File: src/logic/amp_pkg.sv
/*
  Shared constants and types for the amplifier register bank and its
  controller: register offsets, field positions, reset values and counts.
  Assumes both ends and the interface are compiled after this package.
*/
// What this block does
// - Eight interrupt enables, all reset to one
// - Watchdog flag bit 7, write one clears
// - Bit-clock unstable flag bit 6, read clears
// - PLL unlock flag bit 5, read clears
// - Protection flags bits 4..0, read clear, reset zero
// - Eight-bit read/write write checksum, reset zero
// - Live read-only protection status, six bits
// - Word length: 24, 20, 18, 16 bits
// - Bit-clock ratio codes 32fs to 256fs, reset 64fs
// - Sample-rate codes, reset 48k/44.1k, 001 unsupported
// - Auto-detect returns detected rate and ratio
// - Clock loss detection while enable bit 7
// - Bit-clock check while enable bit 6
// - Bit 4 selects DSP mode A or B
// - Offset bit picks first or second edge
// - Frame format codes I2S through 32 slots
package amp_pkg;

  // ----------------------------------------------------------------
  // Device register map
  // ----------------------------------------------------------------
  localparam logic [7:0] AMP_OFS_IEN     = 8'h04;
  localparam logic [7:0] AMP_OFS_IFLAG   = 8'h05;
  localparam logic [7:0] AMP_OFS_CSUM    = 8'h06;
  localparam logic [7:0] AMP_OFS_LIVE    = 8'h09;
  localparam logic [7:0] AMP_OFS_WORD    = 8'h10;
  localparam logic [7:0] AMP_OFS_FMT     = 8'h11;

  localparam logic [7:0] AMP_RST_IEN     = 8'hFF;
  localparam logic [7:0] AMP_RST_IFLAG   = 8'h00;
  localparam logic [7:0] AMP_RST_CSUM    = 8'h00;
  localparam logic [7:0] AMP_RST_WORD    = 8'h13;  // 24 bit, 64fs, 48k
  localparam logic [7:0] AMP_RST_FMT     = 8'hE0;  // Loss, check, detect on; I2S

  // Flag and field positions
  localparam int AMP_BIT_WDT      = 7;
  localparam int AMP_BIT_BCK_UNST = 6;
  localparam int AMP_BIT_LOSS_EN  = 7;
  localparam int AMP_BIT_CHK_EN   = 6;
  localparam int AMP_BIT_DET_EN   = 5;
  localparam int AMP_BIT_DSP_B    = 4;
  localparam int AMP_BIT_OFFSET   = 3;
  localparam logic [7:0] AMP_RC_MASK = 8'h7F;  // Read-clear flags

  // Word length codes
  localparam logic [1:0] AMP_WL_24 = 2'h0;
  localparam logic [1:0] AMP_WL_20 = 2'h1;
  localparam logic [1:0] AMP_WL_18 = 2'h2;
  localparam logic [1:0] AMP_WL_16 = 2'h3;

  // Frame format codes
  localparam logic [2:0] AMP_FF_I2S   = 3'h0;
  localparam logic [2:0] AMP_FF_LJ    = 3'h1;
  localparam logic [2:0] AMP_FF_RJ    = 3'h2;
  localparam logic [2:0] AMP_FF_DSP   = 3'h3;
  localparam logic [2:0] AMP_FF_TDM8  = 3'h4;
  localparam logic [2:0] AMP_FF_TDM16 = 3'h5;
  localparam logic [2:0] AMP_FF_TDM32 = 3'h6;

  // Checksum polynomial, x^8 + x^2 + x + 1
  localparam logic [7:0] AMP_CRC_POLY = 8'h07;

  // ----------------------------------------------------------------
  // Counts
  // ----------------------------------------------------------------
  localparam int AMP_LOSS_CYCLES  = 64;  // Cycles without an edge
  localparam int AMP_LOSS_W       = 8;
  localparam int AMP_BCLK_HALF    = 4;   // Controller divider half period
  localparam int AMP_FRAME_HALF   = 32;  // Bit clocks per frame half, 64fs

  // ----------------------------------------------------------------
  // Controller register map (AXI4-Lite byte addresses)
  // ----------------------------------------------------------------
  localparam logic [4:0] AMP_C_CMD    = 5'h00;
  localparam logic [4:0] AMP_C_STAT   = 5'h04;
  localparam logic [4:0] AMP_C_ISTAT  = 5'h08;
  localparam logic [4:0] AMP_C_IMASK  = 5'h0C;
  localparam logic [4:0] AMP_C_CLK    = 5'h10;
  localparam int AMP_IS_DONE = 0;
  localparam int AMP_IS_DIRQ = 1;
  localparam logic [1:0] AMP_AXI_OKAY   = 2'h0;
  localparam logic [1:0] AMP_AXI_SLVERR = 2'h2;

  typedef enum logic [1:0] {
    AMP_ST_IDLE = 2'b01,
    AMP_ST_REQ  = 2'b10
  } amp_ctl_state_e;

  // WRITE_CHECKSUM step over one written byte
  function automatic logic [7:0] amp_write_checksum(input logic [7:0] crc, input logic [7:0] data);
    logic [7:0] c;
    c = crc ^ data;
    for (int i = 0; i < 8; i++) begin
      c = c[7] ? ((c << 1) ^ AMP_CRC_POLY) : (c << 1);
    end
    return c;
  endfunction : amp_write_checksum

endpackage : amp_pkg

File: src/logic/amp_link_if.sv
/*
  Register port and audio clocks between controller and amplifier.
  Assumes one shared aclk; request held until a one-cycle ack.
*/
`timescale 1ns/1ps
interface amp_link_if;
  logic       reg_req;      // Request held until ack
  logic       reg_we;       // One for write
  logic [7:0] reg_addr;
  logic [7:0] reg_wdata;
  logic       reg_ack;      // One-cycle answer
  logic [7:0] reg_rdata;    // Valid with ack on reads
  logic       irq;          // Device interrupt level
  logic       bit_clock;
  logic       frame_clock;

  modport dev (input reg_req, input reg_we, input reg_addr, input reg_wdata,
               output reg_ack, output reg_rdata, output irq,
               input bit_clock, input frame_clock);
  modport ctl (output reg_req, output reg_we, output reg_addr, output reg_wdata,
               input reg_ack, input reg_rdata, input irq,
               output bit_clock, output frame_clock);
endinterface : amp_link_if

File: src/logic/amp_ctl.sv
/*
  Controller end: AXI4-Lite slave that issues register accesses to the
  amplifier and drives its bit and frame clocks.
  Assumes one aclk shared with the device end over amp_link_if.
*/
// The AXI4-Lite interface to the registers was chosen for this implementation.
`timescale 1ns/1ps
module amp_ctl
  import amp_pkg::*;
(
  input  wire logic        aclk,
  input  wire logic        aresetn,
  amp_link_if.ctl          link,
  input  wire logic [4:0]  s_axi_awaddr,
  input  wire logic        s_axi_awvalid,
  output logic             s_axi_awready,
  input  wire logic [31:0] s_axi_wdata,
  input  wire logic [3:0]  s_axi_wstrb,
  input  wire logic        s_axi_wvalid,
  output logic             s_axi_wready,
  output logic [1:0]       s_axi_bresp,
  output logic             s_axi_bvalid,
  input  wire logic        s_axi_bready,
  input  wire logic [4:0]  s_axi_araddr,
  input  wire logic        s_axi_arvalid,
  output logic             s_axi_arready,
  output logic [31:0]      s_axi_rdata,
  output logic [1:0]       s_axi_rresp,
  output logic             s_axi_rvalid,
  input  wire logic        s_axi_rready,
  output logic             irq_out
);

  typedef struct packed {
    logic           aw_got;
    logic [4:0]     aw_addr;
    logic           w_got;
    logic [31:0]    wdata;
    logic           bvalid;
    logic [1:0]     bresp;
    logic           rvalid;
    logic [31:0]    rdata;
    logic [1:0]     rresp;
    amp_ctl_state_e state;
    logic           we;
    logic [7:0]     addr;
    logic [7:0]     wbyte;
    logic [7:0]     rbyte;
    logic [1:0]     istat;
    logic [1:0]     imask;
    logic           clk_en;
    logic [3:0]     div;
    logic           bclk;
    logic [5:0]     bits;
    logic           fclk;
    logic           dirq_prev;
  } amp_ctl_s;

  amp_ctl_s st_ff;
  amp_ctl_s nxt_st;
  logic     do_wr;
  logic [1:0] ev;

  always_comb begin
    nxt_st = st_ff;
    ev     = 2'h0;

    // Write channels: capture address and data in either order
    if (s_axi_awvalid && s_axi_awready) begin
      nxt_st.aw_got  = 1'b1;
      nxt_st.aw_addr = s_axi_awaddr;
    end
    if (s_axi_wvalid && s_axi_wready) begin
      nxt_st.w_got = 1'b1;
      nxt_st.wdata = s_axi_wdata;
    end
    do_wr = st_ff.aw_got && st_ff.w_got && !st_ff.bvalid;
    if (s_axi_bvalid && s_axi_bready) begin
      nxt_st.bvalid = 1'b0;
    end

    // Device access sequencer
    case (st_ff.state)
      AMP_ST_IDLE: begin
        nxt_st.state = AMP_ST_IDLE;
      end
      AMP_ST_REQ: begin
        if (link.reg_ack) begin
          nxt_st.state = AMP_ST_IDLE;
          nxt_st.rbyte = st_ff.we ? st_ff.rbyte : link.reg_rdata;
          ev[AMP_IS_DONE] = 1'b1;
        end
      end
      default: nxt_st.state = AMP_ST_IDLE;
    endcase

    // Register writes
    if (do_wr) begin
      nxt_st.aw_got = 1'b0;
      nxt_st.w_got  = 1'b0;
      nxt_st.bvalid = 1'b1;
      nxt_st.bresp  = AMP_AXI_OKAY;
      case (st_ff.aw_addr)
        AMP_C_CMD: begin
          if (st_ff.state == AMP_ST_IDLE && st_ff.wdata[0] && s_axi_wstrb[0]) begin
            nxt_st.state = AMP_ST_REQ;
            nxt_st.we    = st_ff.wdata[1];
            nxt_st.addr  = st_ff.wdata[15:8];
            nxt_st.wbyte = st_ff.wdata[23:16];
          end
        end
        AMP_C_STAT:  nxt_st.bresp = AMP_AXI_OKAY;
        AMP_C_ISTAT: nxt_st.istat = st_ff.istat & ~st_ff.wdata[1:0];
        AMP_C_IMASK: nxt_st.imask = st_ff.wdata[1:0];
        AMP_C_CLK:   nxt_st.clk_en = st_ff.wdata[0];
        default:     nxt_st.bresp = AMP_AXI_SLVERR;
      endcase
    end

    // Sticky events; set wins over a write-one clear
    ev[AMP_IS_DIRQ] = link.irq && !st_ff.dirq_prev;
    nxt_st.dirq_prev = link.irq;
    nxt_st.istat = nxt_st.istat | ev;

    // Reads
    if (s_axi_rvalid && s_axi_rready) begin
      nxt_st.rvalid = 1'b0;
    end
    if (s_axi_arvalid && s_axi_arready) begin
      nxt_st.rvalid = 1'b1;
      nxt_st.rresp  = AMP_AXI_OKAY;
      case (s_axi_araddr)
        AMP_C_CMD:   nxt_st.rdata = {8'h00, st_ff.wbyte, st_ff.addr, 6'h00, st_ff.we, 1'b0};
        AMP_C_STAT:  nxt_st.rdata = {16'h0000, st_ff.rbyte, 6'h00, link.irq,
                                     st_ff.state == AMP_ST_REQ};
        AMP_C_ISTAT: nxt_st.rdata = {30'h0, st_ff.istat};
        AMP_C_IMASK: nxt_st.rdata = {30'h0, st_ff.imask};
        AMP_C_CLK:   nxt_st.rdata = {31'h0, st_ff.clk_en};
        default: begin
          nxt_st.rdata = 32'h0;
          nxt_st.rresp = AMP_AXI_SLVERR;
        end
      endcase
    end

    // Audio clock divider: 64 bit clocks per frame
    if (!st_ff.clk_en && !st_ff.bclk) begin  // A high half always finishes
      nxt_st.div  = 4'h0;
      nxt_st.bclk = 1'b0;
      nxt_st.bits = 6'h0;
      nxt_st.fclk = 1'b0;
    end else if (st_ff.div == 4'(AMP_BCLK_HALF - 1)) begin
      nxt_st.div  = 4'h0;
      nxt_st.bclk = !st_ff.bclk;
      if (st_ff.bclk) begin
        // Frame clock changes in the same cycle as a falling bit-clock edge
        if (st_ff.bits == 6'(AMP_FRAME_HALF - 1)) begin
          nxt_st.bits = 6'h0;
          nxt_st.fclk = !st_ff.fclk;
        end else begin
          nxt_st.bits = st_ff.bits + 6'h1;
        end
      end
    end else begin
      nxt_st.div = st_ff.div + 4'h1;
    end
  end

  // ----------------------------------------------------------------
  // State register
  // ----------------------------------------------------------------
  always_ff @(posedge aclk) begin
    if (!aresetn) begin
      st_ff       <= '0;
      st_ff.state <= AMP_ST_IDLE;
    end else begin
      st_ff <= nxt_st;
    end
  end

  // ----------------------------------------------------------------
  // Outputs
  // ----------------------------------------------------------------
  assign s_axi_awready    = !st_ff.aw_got && !st_ff.bvalid;
  assign s_axi_wready     = !st_ff.w_got && !st_ff.bvalid;
  assign s_axi_bvalid     = st_ff.bvalid;
  assign s_axi_bresp      = st_ff.bresp;
  assign s_axi_arready    = !st_ff.rvalid;
  assign s_axi_rvalid     = st_ff.rvalid;
  assign s_axi_rdata      = st_ff.rdata;
  assign s_axi_rresp      = st_ff.rresp;
  assign irq_out          = |(st_ff.istat & st_ff.imask);
  assign link.reg_req     = st_ff.state == AMP_ST_REQ;
  assign link.reg_we      = st_ff.we;
  assign link.reg_addr    = st_ff.addr;
  assign link.reg_wdata   = st_ff.wbyte;
  assign link.bit_clock   = st_ff.bclk;
  assign link.frame_clock = st_ff.fclk;

endmodule : amp_ctl

File: src/flat_wrapper.sv
// flat-port wrapper written by rule: the top's interface ports become plain ports
module amp_ctl_flat import amp_pkg::*;
  (aclk, aresetn, s_axi_awaddr, s_axi_awvalid, s_axi_awready, s_axi_wdata, s_axi_wstrb, s_axi_wvalid, s_axi_wready, s_axi_bresp, s_axi_bvalid, s_axi_bready, s_axi_araddr, s_axi_arvalid, s_axi_arready, s_axi_rdata, s_axi_rresp, s_axi_rvalid, s_axi_rready, irq_out, link_reg_req, link_reg_we, link_reg_addr, link_reg_wdata, link_reg_ack, link_reg_rdata, link_irq, link_bit_clock, link_frame_clock);
  amp_link_if link_i ();
  input  wire logic aclk;
  input  wire logic aresetn;
  input  wire logic [4:0] s_axi_awaddr;
  input  wire logic s_axi_awvalid;
  output logic s_axi_awready;
  input  wire logic [31:0] s_axi_wdata;
  input  wire logic [3:0] s_axi_wstrb;
  input  wire logic s_axi_wvalid;
  output logic s_axi_wready;
  output logic [1:0] s_axi_bresp;
  output logic s_axi_bvalid;
  input  wire logic s_axi_bready;
  input  wire logic [4:0] s_axi_araddr;
  input  wire logic s_axi_arvalid;
  output logic s_axi_arready;
  output logic [31:0] s_axi_rdata;
  output logic [1:0] s_axi_rresp;
  output logic s_axi_rvalid;
  input  wire logic s_axi_rready;
  output logic irq_out;
  output wire logic [$bits(link_i.reg_req)-1:0] link_reg_req;
  output wire logic [$bits(link_i.reg_we)-1:0] link_reg_we;
  output wire logic [$bits(link_i.reg_addr)-1:0] link_reg_addr;
  output wire logic [$bits(link_i.reg_wdata)-1:0] link_reg_wdata;
  input wire logic [$bits(link_i.reg_ack)-1:0] link_reg_ack;
  input wire logic [$bits(link_i.reg_rdata)-1:0] link_reg_rdata;
  input wire logic [$bits(link_i.irq)-1:0] link_irq;
  output wire logic [$bits(link_i.bit_clock)-1:0] link_bit_clock;
  output wire logic [$bits(link_i.frame_clock)-1:0] link_frame_clock;
  assign link_reg_req = link_i.reg_req;
  assign link_reg_we = link_i.reg_we;
  assign link_reg_addr = link_i.reg_addr;
  assign link_reg_wdata = link_i.reg_wdata;
  assign link_i.reg_ack = link_reg_ack;
  assign link_i.reg_rdata = link_reg_rdata;
  assign link_i.irq = link_irq;
  assign link_bit_clock = link_i.bit_clock;
  assign link_frame_clock = link_i.frame_clock;
  amp_ctl u_core (.aclk(aclk), .aresetn(aresetn), .link(link_i), .s_axi_awaddr(s_axi_awaddr), .s_axi_awvalid(s_axi_awvalid), .s_axi_awready(s_axi_awready), .s_axi_wdata(s_axi_wdata), .s_axi_wstrb(s_axi_wstrb), .s_axi_wvalid(s_axi_wvalid), .s_axi_wready(s_axi_wready), .s_axi_bresp(s_axi_bresp), .s_axi_bvalid(s_axi_bvalid), .s_axi_bready(s_axi_bready), .s_axi_araddr(s_axi_araddr), .s_axi_arvalid(s_axi_arvalid), .s_axi_arready(s_axi_arready), .s_axi_rdata(s_axi_rdata), .s_axi_rresp(s_axi_rresp), .s_axi_rvalid(s_axi_rvalid), .s_axi_rready(s_axi_rready), .irq_out(irq_out));
endmodule
File: config.mk
export PLATFORM = sky130hd
export DESIGN_NAME = amp_ctl_flat
export DESIGN_NICKNAME = d
export VERILOG_FILES = /design/src/logic/amp_pkg.sv /design/src/logic/amp_link_if.sv /design/src/logic/amp_ctl.sv /design/src/flat_wrapper.sv
export SDC_FILE = /design/constraint.sdc
export NUM_CORES = 1
export LEC_CHECK = 0
export BUFFER_PORTS_ARGS = -buffer_cell sky130_fd_sc_hd__buf_2
export CAP_MARGIN = 20
export CORE_UTILIZATION = 48
export CTS_BUF_LIST = sky130_fd_sc_hd__clkbuf_4 sky130_fd_sc_hd__clkbuf_8
export CTS_CLUSTER_DIAMETER = 100
export CTS_CLUSTER_SIZE = 30
export DETAILED_ROUTE_END_ITERATION = 8
export GPL_TIMING_DRIVEN = 0
export PLACE_DENSITY = 0.78
export SYNTH_ARGS = -nofsm -noshare
export SYNTH_HDL_FRONTEND = slang
export SYNTH_SLANG_ARGS = --single-unit
File: constraint.sdc
create_clock -name aclk -period 1.4 [get_ports aclk]
set_input_delay 0.28 -clock aclk [delete_from_list [all_inputs] [get_ports aclk]]
set_output_delay 0.28 -clock aclk [all_outputs]
set_load 0.02 [all_outputs]
==> flow_summary.json <==
{
  "grt_setup_unrepaired": "true",
  "final_util_pct": 61.89,
  "layout-drive-gt1-share_pct": 35.48,
  "setup_violations": 0,
  "place_area_um2": 4765,
  "synth-edff-count": 0,
  "power_mw": 5.322,
  "clock_sinks": 92,
  "clock_latency_ps": 360,
  "path_buf_inv": 1,
  "p_per_area_nw_per_um2": 1041,
  "antenna_found_initial": 0,
  "period_share_pct": 96.86,
  "gr-total-overflow": 0,
  "root_buffer": "clkbuf_8",
  "grt_max_degree": 15,
  "synth_top_family_by_area": "simple AND/OR/NAND/NOR gates",
  "nNetsFinal": 649,
  "placedCellCount": 674,
  "grt_util_all_layers_pct": 21.21,
  "hold_violations": 0,
  "syn2layout_area_growth_pct": 24.16,
  "crit_family": "simple AND/OR/NAND/NOR gates",
  "finClkSkew_ps": 10.35,
  "yosys.area_share.simple_pct": 22.74,
  "wl_per_cell_um": 13.14,
  "clk_path_buf_depth": 2,
  "place_ws_ps": -211.6,
  "firstDrtPassIters": 4,
  "synth-compound-area-share_pct": 13.47,
  "fillers": 744,
  "critPathCaptureType": "flop",
  "drt_wl_total_mm": 9.120,
  "rows": 33,
  "multi_input_area_um2": 1858,
  "worst_pin_slew_ps": 542.8,
  "whs_ps": 158.1,
  "worstPathRequired_ps": 1640,
  "hold_buffers": 0,
  "fin_setup_tns_ps": 0,
  "dpl.hpwl_mm": 6.935,
  "synth_fa_ha_area_share_pct": 0.6079,
  "crit_slowest_cell": "dfxtp_2",
  "syn_avg_cell_area_um2": 8.891,
  "fin_cells": 694,
  "start_util_pct": 49.85,
  "cp-start-kind": "flop",
  "fmax_mhz": 737.5,
  "regArea_um2": 1851,
  "period_needed_ps": 1356,
  "io_pins": 125,
  "maxCapViolations": 0,
  "synth.area.mux_share_pct": 3.982,
  "portBuffers": 91,
  "core_area_um2": 8258,
  "relSlewSlack_pct": 63.81,
  "maxSlewViolCount": 0,
  "arrival_ps": 1600,
  "cts_tree": "done",
  "via_per_inst": 4.902,
  "antenna_cells": 0,
  "die_h_um": 94.61,
  "ys.flop_type": "dfxtp_1",
  "cts_made_buffers": 9,
  "die_x_um": 94.61,
  "dr_total_vias": 3402,
  "yosys_warnings": 0,
  "ys_types": 49,
  "drc": 0,
  "syn_area_um2": 4116,
  "p_leak_nw": 2.166,
  "cts_max_level": 3,
  "path_cells": "nor4_4 > nand4_4 > buf_6 > nand3_1 > o21ai_1",
  "synth.yosys.seq_area_share_pct": 44.74,
  "critPathMaxStageDelay_ps": 350,
  "async_flop_share_pct": 0,
  "ir_worst_vdd_uv": 670.8,
  "cp_max_fo": 10,
  "cts.clk_slew.worst_paths_ps": 80,
  "min_path_type": "input pin to flop",
  "final_cell_area_um2": 5111,
  "syn_inst": 463,
  "run_status": "complete, no violations",
  "synth-xor-area-share_pct": 1.489,
  "fin_ws_ps": 43.98,
  "yosys_register_bits": 92,
  "grt_first_pass_wirelength_mm": 14.59,
  "routabilityCongestion": 0.7525,
  "critical_path_class": "flop to flop",
  "die_area_um2": 8950,
  "grt_pass1_vias": 3004,
  "drt_iter0_markers": 129,
  "ant_nets": 0
}
state kept, by name, summed over array words and instances, names as in the netlist:
name / count
u_core.link.bit_clock: 1
u_core.st_ff: 51
u_core.s_axi_rdata: 18
u_core.link.reg_wdata: 8
u_core.s_axi_rvalid: 1
u_core.link.frame_clock: 1
u_core.s_axi_rresp: 1
u_core.s_axi_bresp: 1
u_core.link.reg_we: 1
u_core.link.reg_addr: 8
u_core.s_axi_bvalid: 1
cell usage after synthesis (3+ instances only):
cell      number  area share [%]
o21ai_2        3            0.64
xor2_1         5             1.1
o21ai_0       18             2.2
mux2_2         3            0.82
buf_4         54             9.8
nor2_1        21             1.9
nor2b_1       19             2.9
buf_6          4             1.1
nand3_1       32             3.9
dfxtp_1       92              45
and2_1         5            0.76
o21ai_1       15             1.8
nand2_1       81             7.4
nand2b_1       3            0.46
mux2i_1       13             3.2
a21boi_0      27             4.9
and3_1         3            0.46
clkbuf_1       8            0.73
a21oi_1        5            0.61
buf_2          7            0.85
a22oi_1        8             1.5
routing by layer:
metal	global-route usage, %	routed length (µm)
met1	27.13	4165
met2	35.19	4379
met3	3.945	413
met4	8.333	161
met5	0	0
cell usage in the layout, fill, tap and decap left out, drive strengths merged, types with 3 or more instances in the layout:
master / n
buf: 161
clkbuf: 22
nor2: 22
nand2b: 3
nor2b: 19
and2: 5
a21oi: 5
dfxtp: 92
mux2: 3
nand2: 81
a22oi: 8
nand4: 3
xor2: 5
o21ai: 36
and3: 3
conb: 16
a21boi: 28
mux2i: 13
nand3: 32
where the power goes:
group | leakage, nW | internal (mW) | total [mW] | switching (mW)
clock | 0.119 | 1.17 | 2.08 | 0.904
sequential | 0.749 | 2.68 | 2.74 | 0.0546
combinational | 1.30 | 0.226 | 0.509 | 0.283
final timing paths:
kind / start / to / slack [ps] / depth (start not counted)
worst max-delay path: u_core.st_ff[116] / u_core.link.reg_wdata[6] / 40 / 5
worst min-delay path: s_axi_wdata[15] / u_core.st_ff[98] / 160 / 3
worst min register to register: u_core.s_axi_rdata[10] / u_core.s_axi_rdata[10] / 450 / 2
worst max register to register: u_core.st_ff[116] / u_core.link.reg_wdata[6] / 40 / 5
timing repair:
action / 4_1_cts / 5_1_grt
resized for setup: 8 / 22
buffers inserted: 2 / 3
cloned: 0 / 0
endpoints found under the setup margin: 27 / 44
endpoints found under the hold margin: 0 / 0
pin swaps: 2 / 3
final cells by class:
class                   count  area share (%)
multi-input cells         309           36.35
flip-flops and latches     92           36.21
plain buffers              74           10.26
repair buffers             96           9.767
clock buffers              13           3.378
well taps                 105           2.570
clock inverters             3           1.322
inverters                   2          0.1469
kinds of logic after synthesis:
| kind of cell | after synthesis |
|---|---|
| muxes | 16 |
| AOI/OAI and AO/OA | 85 |
| other | 1 |
| DFF | 92 |
| and+or+nand+nor | 183 |
| adders and majority gates | 2 |
| buffers and inverters | 77 |
| xor gates and xnor gates | 7 |
worst min-delay path: cells and delay by family:
family                 cells  cell delay, ps
buffers and inverters      1             100
and+or+nand+nor            1              50
AOI/OAI and AO/OA          1              50
(Power assumes the default switching activity.)
